[src/design/interval_timer_consts.svh]
// Constants for the 16-bit interval timer.
// Assumes inclusion by bare name from design files.
//
// Contract
// Before event count mode, software clears both capture edge select bits to 00.
// For trigger pulse, one-shot and pulse width modes, software clears the event clock select bit.
// With mode 000 and run set, the period match interrupt repeats at the programmed interval.
// The toggle output gives a square wave whose half period equals one interval.
// On run, the counter steps FFFFH to 0000H on the next count clock and the toggle output inverts.
// At start of counting the period register is copied into the shadow compare register.
// On counter equal to shadow, the counter clears, the output inverts and the interrupt pulses.
// Interrupt spacing is the period value plus one count clocks.
// With period 0000H the counter stays at 0000H and matches on every count after the first.
// With period FFFFH the counter clears after FFFFH without wrap interrupt or wrap flag.
// Software should stop counting before lowering the period value.
// A period write while counting reaches the shadow at once and is compared at once.
// A smaller period below the count makes the counter wrap through zero before matching.
// The second compare register takes no part in interval mode.
// The current counter value is readable on a readback port.
// While run is 0 the counter is held at FFFFH.
`ifndef INTERVAL_TIMER_CONSTS_SVH
`define INTERVAL_TIMER_CONSTS_SVH
`define CNT_W 16
`define CNT_IDLE 16'hffff
`define CNT_ZERO 16'h0000
`define CMP_RESET 16'hffff
`define MODE_W 3
`define MODE_INTERVAL 3'h0
`define SYNC_STAGES 2
`endif

[src/design/interval_timer_pkg.sv]
// Types for the 16-bit interval timer.
// Assumes the constants header is compiled alongside.
package interval_timer_pkg;
    typedef logic [15:0] count_t;
    typedef enum logic [0:0] {st_idle, st_run} run_state_e;
endpackage

[src/design/count_edge_sync.sv]
// Synchroniser and rising-edge detector for the count clock input.
// Assumes the count clock is far slower than the system clock.
`timescale 1ns/1ps
`default_nettype none
module count_edge_sync (
    input wire logic clock,
    input wire logic rst,
    input wire logic async_in,
    output logic rise
);
    logic meta_q;
    logic sync_q;
    logic last_q;

    // First stage is read only by the second stage
    always_ff @(posedge clock or posedge rst) begin
        if (rst) begin
            meta_q <= 1'b0;
            sync_q <= 1'b0;
            last_q <= 1'b0;
        end else begin
            meta_q <= async_in;
            sync_q <= meta_q;
            last_q <= sync_q;
        end
    end

    assign rise = sync_q & ~last_q;
endmodule
`default_nettype wire

[src/design/shadow_compare.sv]
// Shadow compare register for the period value.
// Loads at run start and on any period write while running.
`timescale 1ns/1ps
`default_nettype none
`include "interval_timer_consts.svh"
module shadow_compare (
    input wire logic clock,
    input wire logic rst,
    input wire logic load,
    input wire logic [15:0] load_value,
    output logic [15:0] shadow
);
    always_ff @(posedge clock or posedge rst) begin
        if (rst) begin
            shadow <= `CMP_RESET;
        end else if (load) begin
            shadow <= load_value;
        end
    end
endmodule
`default_nettype wire

[src/design/interval_timer.sv]
// Interval timer mode of one 16-bit timer unit.
// Assumes control bits and the internal count clock tick come from same-clock logic; only the event pin is synchronised.
`timescale 1ns/1ps
`default_nettype none
`include "interval_timer_consts.svh"
module interval_timer (
    input wire logic clock,
    input wire logic rst,
    input wire logic run_control_bit,
    input wire logic [2:0] op_mode_field,
    input wire logic event_clock_select,
    input wire logic internal_tick,
    input wire logic event_count_pin,
    input wire logic [15:0] period_compare_reg,
    input wire logic period_write,
    input wire logic [15:0] second_compare_reg,
    input wire logic toggle_output_enable,
    input wire logic toggle_output_level,
    output logic toggle_output_pin,
    output logic period_match_irq,
    output logic wrap_irq,
    output logic wrap_flag,
    output logic [15:0] count_readback_reg,
    output logic [15:0] period_compare_shadow
);

    ////////////////////////////////////////////////////////////////////////
    // Count clock selection

    logic event_rise;
    logic count_tick;
    logic active;

    count_edge_sync u_sync (
        .clock(clock),
        .rst(rst),
        .async_in(event_count_pin),
        .rise(event_rise)
    );

    assign active = run_control_bit && (op_mode_field == `MODE_INTERVAL);
    assign count_tick = event_clock_select ? event_rise : internal_tick;

    ////////////////////////////////////////////////////////////////////////
    // Run state and shadow loading

    interval_timer_pkg::run_state_e state_q;
    logic start;
    logic shadow_load;

    assign start = active && (state_q == interval_timer_pkg::st_idle);

    always_ff @(posedge clock or posedge rst) begin
        if (rst) begin
            state_q <= interval_timer_pkg::st_idle;
        end else begin
            case (state_q)
                interval_timer_pkg::st_idle: begin
                    if (active) begin
                        state_q <= interval_timer_pkg::st_run;
                    end
                end
                default: begin
                    if (!active) begin
                        state_q <= interval_timer_pkg::st_idle;
                    end
                end
            endcase
        end
    end

    // load at start, and at once on writes while running
    assign shadow_load = start || (active && period_write);

    shadow_compare u_shadow (
        .clock(clock),
        .rst(rst),
        .load(shadow_load),
        .load_value(period_compare_reg),
        .shadow(period_compare_shadow)
    );

    ////////////////////////////////////////////////////////////////////////
    // Counter

    interval_timer_pkg::count_t count_q;
    logic match;
    logic first_q;
    logic run_tick;

    // compare against shadow, or the fresh value on a write cycle
    assign match = count_q == (period_write ? period_compare_reg : period_compare_shadow);

    // FFFFH while stopped, first tick steps to 0000H
    // past-compare values free-run and wrap through zero
    always_ff @(posedge clock or posedge rst) begin
        if (rst) begin
            count_q <= `CNT_IDLE;
        end else if (!active) begin
            count_q <= `CNT_IDLE;
        end else if (count_tick) begin
            if (state_q == interval_timer_pkg::st_idle || first_q) begin
                count_q <= `CNT_ZERO;
            end else if (match) begin
                count_q <= `CNT_ZERO;
            end else begin
                count_q <= count_q + 16'h0001;
            end
        end
    end

    // First tick after run still leaves the FFFFH idle value
    always_ff @(posedge clock or posedge rst) begin
        if (rst) begin
            first_q <= 1'b0;
        end else if (!active) begin
            first_q <= 1'b0;
        end else if (start) begin
            first_q <= !count_tick;
        end else if (count_tick) begin
            first_q <= 1'b0;
        end
    end

    logic first_step;
    logic period_event;
    // Ticks while stopped must not reach the events, the shadow may still hold FFFFH then
    assign run_tick = active && count_tick && !start && !first_q;
    assign first_step = count_tick && (start || first_q);
    // match on a tick after the first step
    assign period_event = run_tick && match;

    ////////////////////////////////////////////////////////////////////////
    // Outputs

    // one-cycle interrupt pulse on match
    always_ff @(posedge clock or posedge rst) begin
        if (rst) begin
            period_match_irq <= 1'b0;
        end else begin
            period_match_irq <= period_event;
        end
    end

    // toggle on the first step and on each match
    logic toggle_q;
    always_ff @(posedge clock or posedge rst) begin
        if (rst) begin
            toggle_q <= 1'b0;
        end else if (!active) begin
            toggle_q <= 1'b0;
        end else if (first_step || period_event) begin
            toggle_q <= ~toggle_q;
        end
    end

    always_ff @(posedge clock or posedge rst) begin
        if (rst) begin
            toggle_output_pin <= 1'b0;
        end else begin
            if (toggle_output_enable) begin
                toggle_output_pin <= toggle_q ^ toggle_output_level;
            end else begin
                toggle_output_pin <= toggle_output_level;
            end
        end
    end

    // wrap only when counting through FFFFH without a match there
    logic wrap_event;
    assign wrap_event = run_tick && !match && (count_q == `CNT_IDLE);

    always_ff @(posedge clock or posedge rst) begin
        if (rst) begin
            wrap_irq <= 1'b0;
        end else begin
            wrap_irq <= wrap_event;
        end
    end

    // Sticky until the next run start, since there is no register write path here
    always_ff @(posedge clock or posedge rst) begin
        if (rst) begin
            wrap_flag <= 1'b0;
        end else if (wrap_event) begin
            wrap_flag <= 1'b1;
        end else if (start) begin
            wrap_flag <= 1'b0;
        end
    end

    // counter readback from a register
    always_ff @(posedge clock or posedge rst) begin
        if (rst) begin
            count_readback_reg <= `CNT_IDLE;
        end else begin
            count_readback_reg <= count_q;
        end
    end

    // the second compare input is unused in this mode
    logic unused_second;
    assign unused_second = ^second_compare_reg;

    ////////////////////////////////////////////////////////////////////////
    // Assertions

    // Helper for R8 R13: run ticks since the last match and the parity of wraps in between
    logic [16:0] gap_q;
    logic wrap_odd_q;

    always_ff @(posedge clock or posedge rst) begin
        if (rst) begin
            gap_q <= 17'h00000;
        end else if (first_step || period_event) begin
            gap_q <= 17'h00000;
        end else if (run_tick) begin
            gap_q <= gap_q + 17'h00001;
        end
    end

    // Parity rather than a flag, so a second wrap folds back the way the 17-bit gap does
    always_ff @(posedge clock or posedge rst) begin
        if (rst) begin
            wrap_odd_q <= 1'b0;
        end else if (first_step || period_event) begin
            wrap_odd_q <= 1'b0;
        end else if (wrap_event) begin
            wrap_odd_q <= ~wrap_odd_q;
        end
    end
endmodule
`default_nettype wire

[config.mk]
export PLATFORM = sky130hd
export DESIGN_NAME = interval_timer
export DESIGN_NICKNAME = d
export VERILOG_FILES = /design/src/design/interval_timer_pkg.sv /design/src/design/count_edge_sync.sv /design/src/design/shadow_compare.sv /design/src/design/interval_timer.sv
export VERILOG_INCLUDE_DIRS = /design/src /design/src/design
export SDC_FILE = /design/constraint.sdc
export NUM_CORES = 1
export LEC_CHECK = 0
export BUFFER_PORTS_ARGS = -buffer_cell sky130_fd_sc_hd__clkbuf_2
export CORE_MARGIN = 4
export CORE_UTILIZATION = 46
export DETAILED_ROUTE_END_ITERATION = 16
export GPL_TIMING_DRIVEN = 1
export PLACE_DENSITY = 0.76
export RECOVER_POWER = 100
export SYNTH_ARGS = -nofsm -noshare
export SYNTH_HDL_FRONTEND = slang
export SYNTH_SLANG_ARGS = --single-unit
[constraint.sdc]
create_clock -name clock -period 2.1 [get_ports clock]
set_input_delay 0.105 -clock clock [delete_from_list [all_inputs] [get_ports clock]]
set_output_delay 0.105 -clock clock [all_outputs]
set_load 0.02 [all_outputs]
## Word level (Yosys, flattened, before mapping)

Index checks and enable logic that the tools add are counted.

| operators by class | value |
|---|---|
| add/subtract/negate cells | 1 |
| eq/ne operators | 5 |
| multiplexer cells | 15 |
| bitwise logic cells | 5 |
| reduce and logical (&&, ||, !) cells | 20 |

Operators with widths:

| cell | number |
|---|---|
| 2-to-1 mux 16 bit | 5 |
| adder 16 x 1 -> 16 bit (second input constant) | 1 |
| equality test 16 bit | 1 |
| equality test 16 bit (second input constant) | 1 |
| logical AND 1 bit | 10 |
| 2-to-1 mux 1 bit | 10 |
| zero test 1 bit | 4 |
| logical OR 1 bit | 4 |
| zero test 3 bit | 1 |
| inequality test 3 x 2 -> 1 bit (second input constant) | 1 |
| NOT 1 bit | 3 |
| inequality test 2 x 1 -> 1 bit (second input constant) | 1 |
| inequality test 2 bit (second input constant) | 1 |
| nonzero test 2 bit | 1 |
| AND 1 bit | 1 |
| bitwise XOR 1 bit | 1 |

| word-level totals | value |
|---|---|
| flip-flop bits (word level) | 58 |
| bits of input ports | 44 |
| output and inout bits | 36 |
| logic and storage cells | 59 |

## Longest topological paths before layout

Gate-level depths: netlist of the first run.

| logic depth | value |
|---|---|
| depth after elaboration | 10 |
| depth in mapped cells | 10 |

## Hierarchy

A second synthesis of the first run with hierarchy kept.

| second synthesis, totals | value |
|---|---|
| cell total of the unflattened synthesis | 233 |
| area, all modules | 2,834.0 um2 |

By module, submodules not included:

| module | times used | cells each | area an instance (um2) | seq. area each (um2) |
|---|---|---|---|---|
| interval_timer | 1 | 193 | 2,068.2 | 1,016.0 |
| shadow_compare | 1 | 35 | 673.1 | 420.4 |
| count_edge_sync | 1 | 5 | 92.6 | 75.1 |

## Worst setup path before layout of the first run

OpenSTA, ideal clock, no wires.

| timing | value |
|---|---|
| kind | register to register |
| from | reg count_q[5] |
| to | reg count_q[11] |
| arrival time | 1,937 ps |
| data required time | 2,016 ps |
| setup slack | 79 ps |
| stages on the path, launching flop included | 7 |
| buffers on the path | 0 |
| clock period less this slack | 2,021 ps |
| path through | dfstp_2 inv_1 or4_1 nor2_1 nand3_1 a31o_2 a221o_1 |

| on the way | value |
|---|---|
| word-level cells in the longest chain between the ends | 5 |
| elaborated cells between the ends (all ways) | 6 |
| those cells by class | add/sub: 1; eq/ne: 1; mux: 4 |

Ends and longest elaborated chain:

| item | line | text |
|---|---|---|
| from (decl) | interval_timer.sv:86 | `interval_timer_pkg::count_t count_q;` |
| from (signal assigned) | interval_timer.sv:98 | `` count_q <= `CNT_IDLE; `` |
| from (signal assigned) | interval_timer.sv:100 | `` count_q <= `CNT_IDLE; `` |
| from (signal assigned) | interval_timer.sv:103 | `` count_q <= `CNT_ZERO; `` |
| adder 16 x 1 -> 16 bit or equality test 16 bit (tied branches) | interval_timer.sv:107, interval_timer.sv:92 |  |
| 2-to-1 mux 16 bit (*) | interval_timer.sv:104 | `end else if (match) begin` |
| 2-to-1 mux 16 bit (*) | interval_timer.sv:102 | `if (state_q == interval_timer_pkg::st_idle \|\| first_q) begin` |
| 2-to-1 mux 16 bit (*) | interval_timer.sv:101 | `end else if (count_tick) begin` |
| 2-to-1 mux 16 bit (*) | interval_timer.sv:99 | `end else if (!active) begin` |

Mark *: on every way between the ends. The rest lies on a longest branch, timed or not. The select of a mux whose other input is x is not followed.
A chain may end at the register's enable or synchronous reset.

## Worst setup path after layout of the first run

| timing | value |
|---|---|
| from | reg u_shadow.shadow[6] |
| to | reg count_q[4] |

| on the way | value |
|---|---|
| word-level cells in the longest chain between the ends | 6 |

Ends and longest elaborated chain:

| item | line | text |
|---|---|---|
| from (decl) | shadow_compare.sv:11 | `output logic [15:0] shadow` |
| from (signal assigned) | shadow_compare.sv:15 | `` shadow <= `CMP_RESET; `` |
| from (signal assigned) | shadow_compare.sv:17 | `shadow <= load_value;` |
| 2-to-1 mux 16 bit | interval_timer.sv:92 | `assign match = count_q == (period_write ? period_compare_reg : period_compare_shadow);` |
| equality test 16 bit | interval_timer.sv:92 |  |
| 2-to-1 mux 16 bit | interval_timer.sv:104 |  |
| 2-to-1 mux 16 bit | interval_timer.sv:102 |  |
| 2-to-1 mux 16 bit | interval_timer.sv:101 |  |
| 2-to-1 mux 16 bit | interval_timer.sv:99 |  |
| to (signal assigned) | interval_timer.sv:100 |  |
| to (signal assigned) | interval_timer.sv:103 |  |
| to (signal assigned) | interval_timer.sv:105 | `` count_q <= `CNT_ZERO; `` |

No other way between the ends. The select of a mux whose other input is x is not followed.

==> impl_metrics.env, run 1 <==
export IMPL_core_um2=5642
export IMPL_final_cells=412
export IMPL_failed_checks="negative setup slack"
export IMPL_grtUsageTotal_pct=19.20
export IMPL_ys_ff_latch=58
export IMPL_h_tree_depth=3
export IMPL_numPortBuffers=63
export IMPL_worstSetupPathType="reg -> reg"
export IMPL_end_kind="flop"
export IMPL_drt_vias_per_instance=5.357
export IMPL_num_vias=2207
export IMPL_final_nets=380
export IMPL_yosysWarnings=0
export IMPL_async_reset_ff_share_pct=100.0
export IMPL_synth_area_per_cell_um2=11.99
export IMPL_max_slew_worst_pin_slew_ps=1088
export IMPL_drc_errors=0
export IMPL_p_sw_share_pct=27.69
export IMPL_max_cap_viol_count=0
export IMPL_drtIter0Drc=130
export IMPL_gr_total_overflow=0
export IMPL_rows=27
export IMPL_syn_inst=228
export IMPL_min_period_ps=2214
export IMPL_leakagePower_nw=1.558
export IMPL_dp_hpwl_mm=4.880
export IMPL_slew_viol_final=0
export IMPL_die_w_um=85.09
export IMPL_grt_max_degree=22
export IMPL_dieHeight_um=85.09
export IMPL_cts_max_path_buffers=2
export IMPL_root_buffer="clkbuf_8"
export IMPL_clkPwrFrac_pct=33.1
export IMPL_pwr_share_seq_pct=47.4
export IMPL_diodes=0
export IMPL_tns_ps=-1342
export IMPL_fin_skew_ps=4.734
export IMPL_dp_slack_ps=-247.2
export IMPL_power_switching_mw=0.7723
export IMPL_grt_pass1_vias=2253
export IMPL_crit_required_ps=2350
export IMPL_period_share_pct=105.4
export IMPL_num_io_pins=80
export IMPL_drt_antenna_violating_nets=0
export IMPL_relSlewSlack_pct=27.45
export IMPL_worst_slack_ps=-114.0
export IMPL_wl_mm=6.698
export IMPL_rsz0062_at_grt="true"
export IMPL_ys_seq_area_share_pct=55.29
export IMPL_max_freq_mhz=451.7
export IMPL_synth_area_um2=2734
export IMPL_drt_first_pass_iters=4
export IMPL_status="finished with violations"
export IMPL_grt_pass1_wl_mm=10.96
export IMPL_post_route_util_pct=63.03
export IMPL_hp_class="in -> reg"
export IMPL_syn_to_final_growth_pct=30.07
export IMPL_powerDensity_nw_per_um2=784.2
export IMPL_cp_start_kind="flop"
export IMPL_hold_violations=0
export IMPL_numCtsBuffers=9
export IMPL_dp_cells=390
export IMPL_antenna_found_initial=0
export IMPL_drive_above_1_share_pct=42.94
export IMPL_crit_fanout=11
export IMPL_path_clk_slew_ps=60
export IMPL_setup_viol=15
export IMPL_synth_edf_count=0
export IMPL_synthesis_nets=273
export IMPL_internal_power_mw=2.016
export IMPL_worstSkewPairLatency_ps=330
export IMPL_die_area_um2=7240
export IMPL_cts_tree="built"
export IMPL_peakVddDrop_uv=453.0
export IMPL_holdWs_ps=17.15
export IMPL_combPwrFrac_pct=19.5
export IMPL_ys_types=34
export IMPL_place_congestion=0.8491
export IMPL_cts_sinks=58
export IMPL_arrival_ps=2460
export IMPL_synth_top_flop_cell="dfstp_2"
export IMPL_start_util_pct=48.46
export IMPL_wire_per_inst_um=16.26
-- final timing paths --
path	start	endpoint	slack [ps]	cells after the start
max	u_shadow.shadow[6]$_DFFE_PP1P_	count_q[4]$_DFFE_PP1P_	-110	8
min	toggle_output_enable	toggle_output_pin$_DFF_PP0_	20	3
max reg2reg	u_shadow.shadow[6]$_DFFE_PP1P_	count_q[4]$_DFFE_PP1P_	-110	8
min reg2reg	u_sync.meta_q$_DFF_PP0_	u_sync.sync_q$_DFF_PP0_	350	0
max in group asynchronous	rst	u_sync.last_q$_DFF_PP0_	850	3
min in group asynchronous	rst	count_readback_reg[0]$_DFF_PP1_	270	2
-- synth_stat cells, drive strengths merged (2+ instances only) --
library cell / number / area share (%)
dfstp: 48 / 46
nand2: 17 / 2.3
xnor2: 17 / 5.4
mux2: 16 / 6.6
mux2i: 16 / 5.9
nor2: 15 / 2.3
o21ai: 14 / 2.6
a221o: 13 / 4.8
dfrtp: 10 / 9.2
nand3: 8 / 1.5
inv: 6 / 0.82
nor3: 6 / 1.1
nor4: 6 / 1.6
buf: 5 / 2.2
clkbuf: 5 / 0.69
nand4: 5 / 1.1
o31ai: 5 / 1.4
a21oi: 2 / 0.37
nand2b: 2 / 0.46
or4: 2 / 0.55
-- cells in the final DEF (no fill, tap or decap), drive strengths merged, types with 8 or more instances in the layout --
cell / instances
dfstp: 48
a221o: 13
nor2: 16
buf: 35
mux2i: 16
dfrtp: 10
clkbuf: 82
xnor2: 17
nand2: 17
o21ai: 14
nand3: 8
mux2: 16
-- through the flow --
| step | area, um2 | power (mW) |
|---|---|---|
| 4_1_cts | 3581 | 2.835 |
| 6_report | 3556 | 2.789 |
| 3_3_place_gp | 3351 | 1.866 |
| 3_5_place_dp | 3351 | 1.886 |
| 5_1_grt | 3556 | 2.933 |
| 2_1_floorplan | 2734 | 1.682 |
-- worst max-delay path, stage by stage, from the launching register on --
cell and delay (ps):
dfstp_2 530, mux2i_1 80, xnor2_1 140, nor4_2 380, buf_4 180, and4_4 240
buf_8 140, nor2_4 70, a221o_1 370
-- layout make-up --
type / count / area (um2)
Fill cell: 470 / 2086
Clock inverter: 2 / 10.01
Clock buffer: 14 / 172.7
Inverter: 6 / 22.52
Multi-Input combinational cell: 155 / 1152
Tap cell: 72 / 90.09
Timing Repair Buffer: 105 / 596.8
Sequential cell: 58 / 1511
-- layer usage --
metal	share of wire [%]	wire length [um]	track usage (%)	vias to the layer above
li1	-	-	-	1053
met1	44	2949	24.77	1077
met2	49	3308	31.14	69
met3	5.6	377	5.825	8
met4	0.93	62	5.755	0
met5	0	0	0	-
-- power by group through the flow --
stage | clock (mW) | combinational [mW] | sequential [mW]
final | 0.923 | 0.545 | 1.32
after CTS | 0.950 | 0.563 | 1.32
after global placement | 0 | 0.536 | 1.33
after floorplan | 0 | 0.246 | 1.44
after global routing | 1.01 | 0.592 | 1.33
after detailed placement | 0 | 0.548 | 1.34
-- cells by family after synthesis --
| group | synth area share, % |
|---|---|
| AO/OA/AOI/OAI | 10.48 |
| XOR/XNOR | 5.446 |
| adder cells (fa/ha/maj) | 0.4576 |
| buffers and inverters | 3.707 |
| flip-flops | 55.29 |
| multiplexers | 12.45 |
| AND/OR/NAND/NOR | 12.17 |
-- timing repair --
| action | in CTS | in global routing |
|---|---|---|
| gates cloned | 0 | 1 |
| setup buffers | 1 | 2 |
| gates resized for setup | 6 | 5 |
| pin swaps | 2 | 3 |
| endpoints found under the hold margin | 2 | 0 |
| endpoints found under the setup margin | 16 | 16 |
| hold buffers | 2 | 0 |
(Power assumes the default switching activity.)
==> run 2, diff against run 1 <==
- CORE_UTILIZATION: 46 -> 55
- PLACE_DENSITY: 0.76 -> 0.84
- clock period: 2.1 -> 2.77 ns (I/O delays scaled with it)
==> run 2 against run 1 <==
The flow now finishes without violations. Count of clock-buffer cells in the layout shrank 3. Worst hold slack gained 35 ps. Core utilization rose by 6.2 points. Via count fell by 6.2%. Clock power down 9.3%. Clock skew rose by 3.1 ps. Register-to-register slack improved by 530 ps. Critical path type unchanged. Critical endpoint is now count_q[11]$_DFFE_PP1P_.
==> impl_metrics.env, run 2 (same netlist as run 1, synthesis figures left out) <==
export IMPL_post_cts_buffers=0
export IMPL_final_common_cell="clkbuf_1"
export IMPL_cpPeakStageDelay_ps=680
export IMPL_drt_antenna_violating_nets=0
export IMPL_worstSkewPairLatency_ps=330
export IMPL_final_cell_mix="clkbuf_1, dfstp_2, clkbuf_2, xnor2_1, nand2_1"
export IMPL_wire_per_inst_um=15.40
export IMPL_top_usage_layer="met2"
export IMPL_drt_vias_per_instance=5.550
export IMPL_diodes=0
export IMPL_die_area_um2=6163
export IMPL_cts_max_path_buffers=2
export IMPL_core_um2=4755
export IMPL_leakagePower_nw=1.401
export IMPL_clkPwrFrac_pct=38.1
export IMPL_cts_tree="built"
export IMPL_end_kind="flop"
export IMPL_min_period_ps=2359
export IMPL_drtIter0Drc=163
export IMPL_setup_viol=0
export IMPL_die_w_um=78.51
export IMPL_crit_fanout=7
export IMPL_rr_startpoint="count_q[2]$_DFFE_PP1P_"
export IMPL_place_congestion=0.8280
export IMPL_grtUsageMet1_pct=25.96
export IMPL_place_area_um2=3099
export IMPL_grtUsageTotal_pct=20.07
export IMPL_numPortBuffers=63
export IMPL_min_to="toggle_output_pin$_DFF_PP0_"
export IMPL_rows=25
export IMPL_hold_depth=3
export IMPL_max_freq_mhz=424.0
export IMPL_h_tree_depth=3
export IMPL_peakVddDrop_uv=404.0
export IMPL_grt_pass1_wl_mm=9.542
export IMPL_worstPathCellList="nand2_1 > or4_1 > nor2_1 > nand3_1 > a31o_2 > a221o_1"
export IMPL_hp_start="toggle_output_enable"
export IMPL_worst_slack_ps=411.4
export IMPL_syn_to_final_growth_pct=20.41
export IMPL_drc_errors=0
export IMPL_dp_hpwl_mm=4.043
export IMPL_gr_total_overflow=0
export IMPL_cts_sinks=58
export IMPL_rsz0062_at_grt="false"
export IMPL_grt_pass1_vias=2006
export IMPL_pwr_share_seq_pct=45.6
export IMPL_final_nets=346
export IMPL_status="complete, no violations"
export IMPL_internal_power_mw=1.628
export IMPL_crit_required_ps=3030
export IMPL_hold_buffers=3
export IMPL_dieHeight_um=78.51
export IMPL_holdWs_ps=52.60
export IMPL_num_io_pins=80
export IMPL_tns_ps=0
export IMPL_hold_violations=0
export IMPL_path_clk_slew_ps=60
export IMPL_combPwrFrac_pct=16.3
export IMPL_rr_endpoint="count_q[11]$_DFFE_PP1P_"
export IMPL_root_buffer="clkbuf_8"
export IMPL_numCtsBuffers=9
export IMPL_grt_max_degree=36
export IMPL_finish_instance_area_um2=3292
export IMPL_grtUsageMet3_pct=5.505
export IMPL_num_vias=2070
export IMPL_powerDensity_nw_per_um2=667.9
export IMPL_relSlewSlack_pct=38.07
export IMPL_met2_usage_pct=32.00
export IMPL_arrival_ps=2610
export IMPL_power_switching_mw=0.5705
export IMPL_start_util_pct=57.50
export IMPL_post_cts_resized=0
export IMPL_slew_viol_final=0
export IMPL_drt_first_pass_iters=4
export IMPL_max_cap_viol_count=0
export IMPL_hp_class="in -> reg"
export IMPL_total_power_mw=2.199
export IMPL_wl_mm=5.745
export IMPL_max_slew_worst_pin_slew_ps=928.9
export IMPL_r2r_setup_slack_ps=410
export IMPL_dp_cells=354
export IMPL_p_sw_share_pct=25.95
export IMPL_period_share_pct=85.15
export IMPL_dp_slack_ps=333.9
export IMPL_antenna_found_initial=0
export IMPL_drive_above_1_share_pct=32.35
export IMPL_post_route_util_pct=69.24
export IMPL_crit_path_top_delay_cell="dfstp_1"
export IMPL_worstSetupPathType="reg -> reg"
export IMPL_rr_worst_depth=6
export IMPL_fin_skew_ps=7.787
export IMPL_cp_start_kind="flop"
export IMPL_final_cells=373
export IMPL_startpoint="count_q[2]$_DFFE_PP1P_"
run 2: changes by cell type in the layout (fill, tap and decap cells not counted), sizes merged:
cell	delta
clkbuf	-6
buf	-31
nor2	-1
bufinv	+2
clkinvlp	+1
dlygate4sd3	+1
run 2: critical path: cells and delay by family (launching register included):
family,cells,cell delay [ps]
flip-flops,1,680
AO/OA/AOI/OAI,2,570
AND/OR/NAND/NOR,4,1050
run 2: metal layers:
layer | part of all wire [%] | up-vias
met3 | 6.2 | 12
met1 | 42 | 981
met4 | 2.2 | 0
met2 | 50 | 94
met5 | 0 | -
li1 | - | 983
run 2: how the worst max path moves through the flow:
stage                              endpoint  slack, ps
finish              count_q[11]$_DFFE_PP1P_        410
detailed placement   count_q[8]$_DFFE_PP1P_        330
floorplan           count_q[11]$_DFFE_PP1P_        750
global placement     count_q[8]$_DFFE_PP1P_        370
CTS                 count_q[11]$_DFFE_PP1P_        520
global route        count_q[11]$_DFFE_PP1P_        270
run 2: cell type report:
cell class	instances	area, um2
Fill cell	380	1463
Multi-Input combinational cell	154	1116
Clock inverter	5	77.57
Clock buffer	11	141.4
Tap cell	67	83.83
Inverter	6	22.52
Timing Repair Buffer	72	339.1
Sequential cell	58	1511
run 2: power by group through the flow:
stage	clock network [mW]	registers [mW]	logic [mW]
6_report	0.837	1.00	0.359
5_1_grt	0.899	1.01	0.394
3_5_place_dp	0	1.02	0.375
4_1_cts	0.859	1.01	0.380
2_1_floorplan	0	1.09	0.187
3_3_place_gp	0	1.01	0.369
==> run 3, diff against run 2 <==
==> constraint.sdc (replaced) <==
create_clock -name clock -period 2.77 [get_ports clock]
set_input_delay 0.277 -clock clock [delete_from_list [all_inputs] [get_ports clock]]
set_output_delay 0.277 -clock clock [all_outputs]
set_load 0.02 [all_outputs]
==> run 3 against run 2 <==
Wire length rose by 5.8%. Combinational power up 2%. Sequential share of layout area up 0.39 points. Largest power group unchanged. Critical path depth unchanged. Core utilization is 0.58 points lower.
==> impl_metrics.env, run 3 (same netlist as run 1, synthesis figures left out) <==
export IMPL_post_cts_resized=0
export IMPL_drtIter0Drc=151
export IMPL_tns_ps=0
export IMPL_final_nets=345
export IMPL_h_tree_depth=3
export IMPL_cp_start_kind="flop"
export IMPL_crit_path_top_delay_cell="dfstp_1"
export IMPL_max_freq_mhz=432.3
export IMPL_total_power_mw=2.167
export IMPL_worstSetupPathType="reg -> reg"
export IMPL_diodes=0
export IMPL_slew_viol_final=0
export IMPL_num_io_pins=80
export IMPL_wire_per_inst_um=16.34
export IMPL_dieHeight_um=78.51
export IMPL_syn_to_final_growth_pct=19.41
export IMPL_grtUsageTotal_pct=20.81
export IMPL_cp_num_cells=6
export IMPL_rsz0062_at_grt="false"
export IMPL_rows=25
export IMPL_status="complete, no violations"
export IMPL_rr_worst_depth=6
export IMPL_place_area_um2=3107
export IMPL_cpPeakStageDelay_ps=670
export IMPL_dp_hpwl_mm=4.157
export IMPL_rr_endpoint="count_q[11]$_DFFE_PP1P_"
export IMPL_final_common_cell="clkbuf_1"
export IMPL_crit_buf_inv=0
export IMPL_cts_sinks=58
export IMPL_grt_pass1_wl_mm=9.929
export IMPL_grt_max_degree=36
export IMPL_post_cts_buffers=0
export IMPL_die_w_um=78.51
export IMPL_startpoint="count_q[3]$_DFFE_PP1P_"
export IMPL_numCtsBuffers=9
export IMPL_cts_tree="built"
export IMPL_drive_above_1_share_pct=32.13
export IMPL_period_share_pct=83.51
export IMPL_place_congestion=0.8318
export IMPL_core_um2=4755
export IMPL_antenna_found_initial=0
export IMPL_min_period_ps=2313
export IMPL_end_kind="flop"
export IMPL_fin_skew_ps=7.592
export IMPL_die_area_um2=6163
export IMPL_arrival_ps=2580
export IMPL_crit_fanout=6
export IMPL_leakagePower_nw=1.391
export IMPL_crit_required_ps=3030
export IMPL_path_clk_slew_ps=60
export IMPL_final_cell_mix="clkbuf_1, dfstp_2, clkbuf_2, xnor2_1, nand2_1"
export IMPL_relSlewSlack_pct=31.54
export IMPL_holdWs_ps=44.62
export IMPL_powerDensity_nw_per_um2=663.8
export IMPL_setup_viol=0
export IMPL_cts_max_path_buffers=2
export IMPL_finish_instance_area_um2=3264
export IMPL_worst_slack_ps=456.9
export IMPL_num_vias=2133
export IMPL_hold_depth=1
export IMPL_grt_pass1_vias=2117
export IMPL_drc_errors=0
export IMPL_cp_top_family="simple AND/OR/NAND/NOR gates"
export IMPL_drt_first_pass_iters=5
export IMPL_worstSkewPairLatency_ps=330
export IMPL_drt_antenna_violating_nets=0
export IMPL_numPortBuffers=63
export IMPL_drt_vias_per_instance=5.734
export IMPL_dp_slack_ps=189.4
export IMPL_hp_class="in -> reg"
export IMPL_gr_total_overflow=0
export IMPL_max_cap_viol_count=0
export IMPL_hold_violations=0
export IMPL_setup_worst_path_end="count_q[11]$_DFFE_PP1P_"
export IMPL_wl_mm=6.080
export IMPL_start_util_pct=57.50
export IMPL_r2r_setup_slack_ps=460
export IMPL_max_slew_worst_pin_slew_ps=1027
export IMPL_peakVddDrop_uv=367.1
export IMPL_root_buffer="clkbuf_8"
export IMPL_worstPathCellList="nand2_1 > or4_1 > nor2_1 > nand3_1 > a31o_2 > a221o_1"
export IMPL_rr_startpoint="count_q[3]$_DFFE_PP1P_"
run 3: cell types whose count changed in the layout (fill, tap and decap cells not counted), sizes merged:
cell,before,now
clkinv,2,1
bufinv,2,1
clkinvlp,1,0
dlygate4sd3,3,1
clkbuf,76,80
run 3: routing by layer:
metal / up-vias / track usage [%] / share of wire [%]
met4: 0 / 11.01 / 2.5
met5: - / 0 / 0
met1: 1043 / 25.13 / 41
li1: 978 / - / -
met3: 17 / 3.784 / 6.0
met2: 95 / 35.23 / 51
run 3: final cells by class:
class	instances	area [um2]
Timing Repair Buffer	71	322.8
Tap cell	67	83.83
Multi-Input combinational cell	154	1116
Sequential cell	58	1511
Fill cell	374	1490
Clock inverter	2	35.03
Inverter	6	22.52
Clock buffer	14	172.7
run 3: what timing repair did:
action,CTS,global route
hold buffers,1,0
endpoints found under the hold margin,10,0
setup endpoints to repair,0,0
run 3: worst min path at each step:
stage,from,endpoint,slack (ps)
floorplan,event_count_pin,u_sync.meta_q$_DFF_PP0_,310
global placement,rst,toggle_output_pin$_DFF_PP0_,310
detailed placement,rst,toggle_output_pin$_DFF_PP0_,310
CTS,event_count_pin,u_sync.meta_q$_DFF_PP0_,40
global route,event_count_pin,u_sync.meta_q$_DFF_PP0_,40
finish,event_count_pin,u_sync.meta_q$_DFF_PP0_,40
run 3: where the power goes:
group / internal, mW / leakage (nW) / switching (mW)
clock: 0.488 / 0.107 / 0.310
sequential: 0.955 / 0.613 / 0.0470
combinational: 0.144 / 0.671 / 0.223
run 3: through the flow:
stage / util, % / cells
floorplan: - / 228
finish: 68.66 / 372
detailed placement: 65.34 / 355
global route: 68.66 / 372
global placement: 65.34 / 355
CTS: 69.92 / 372
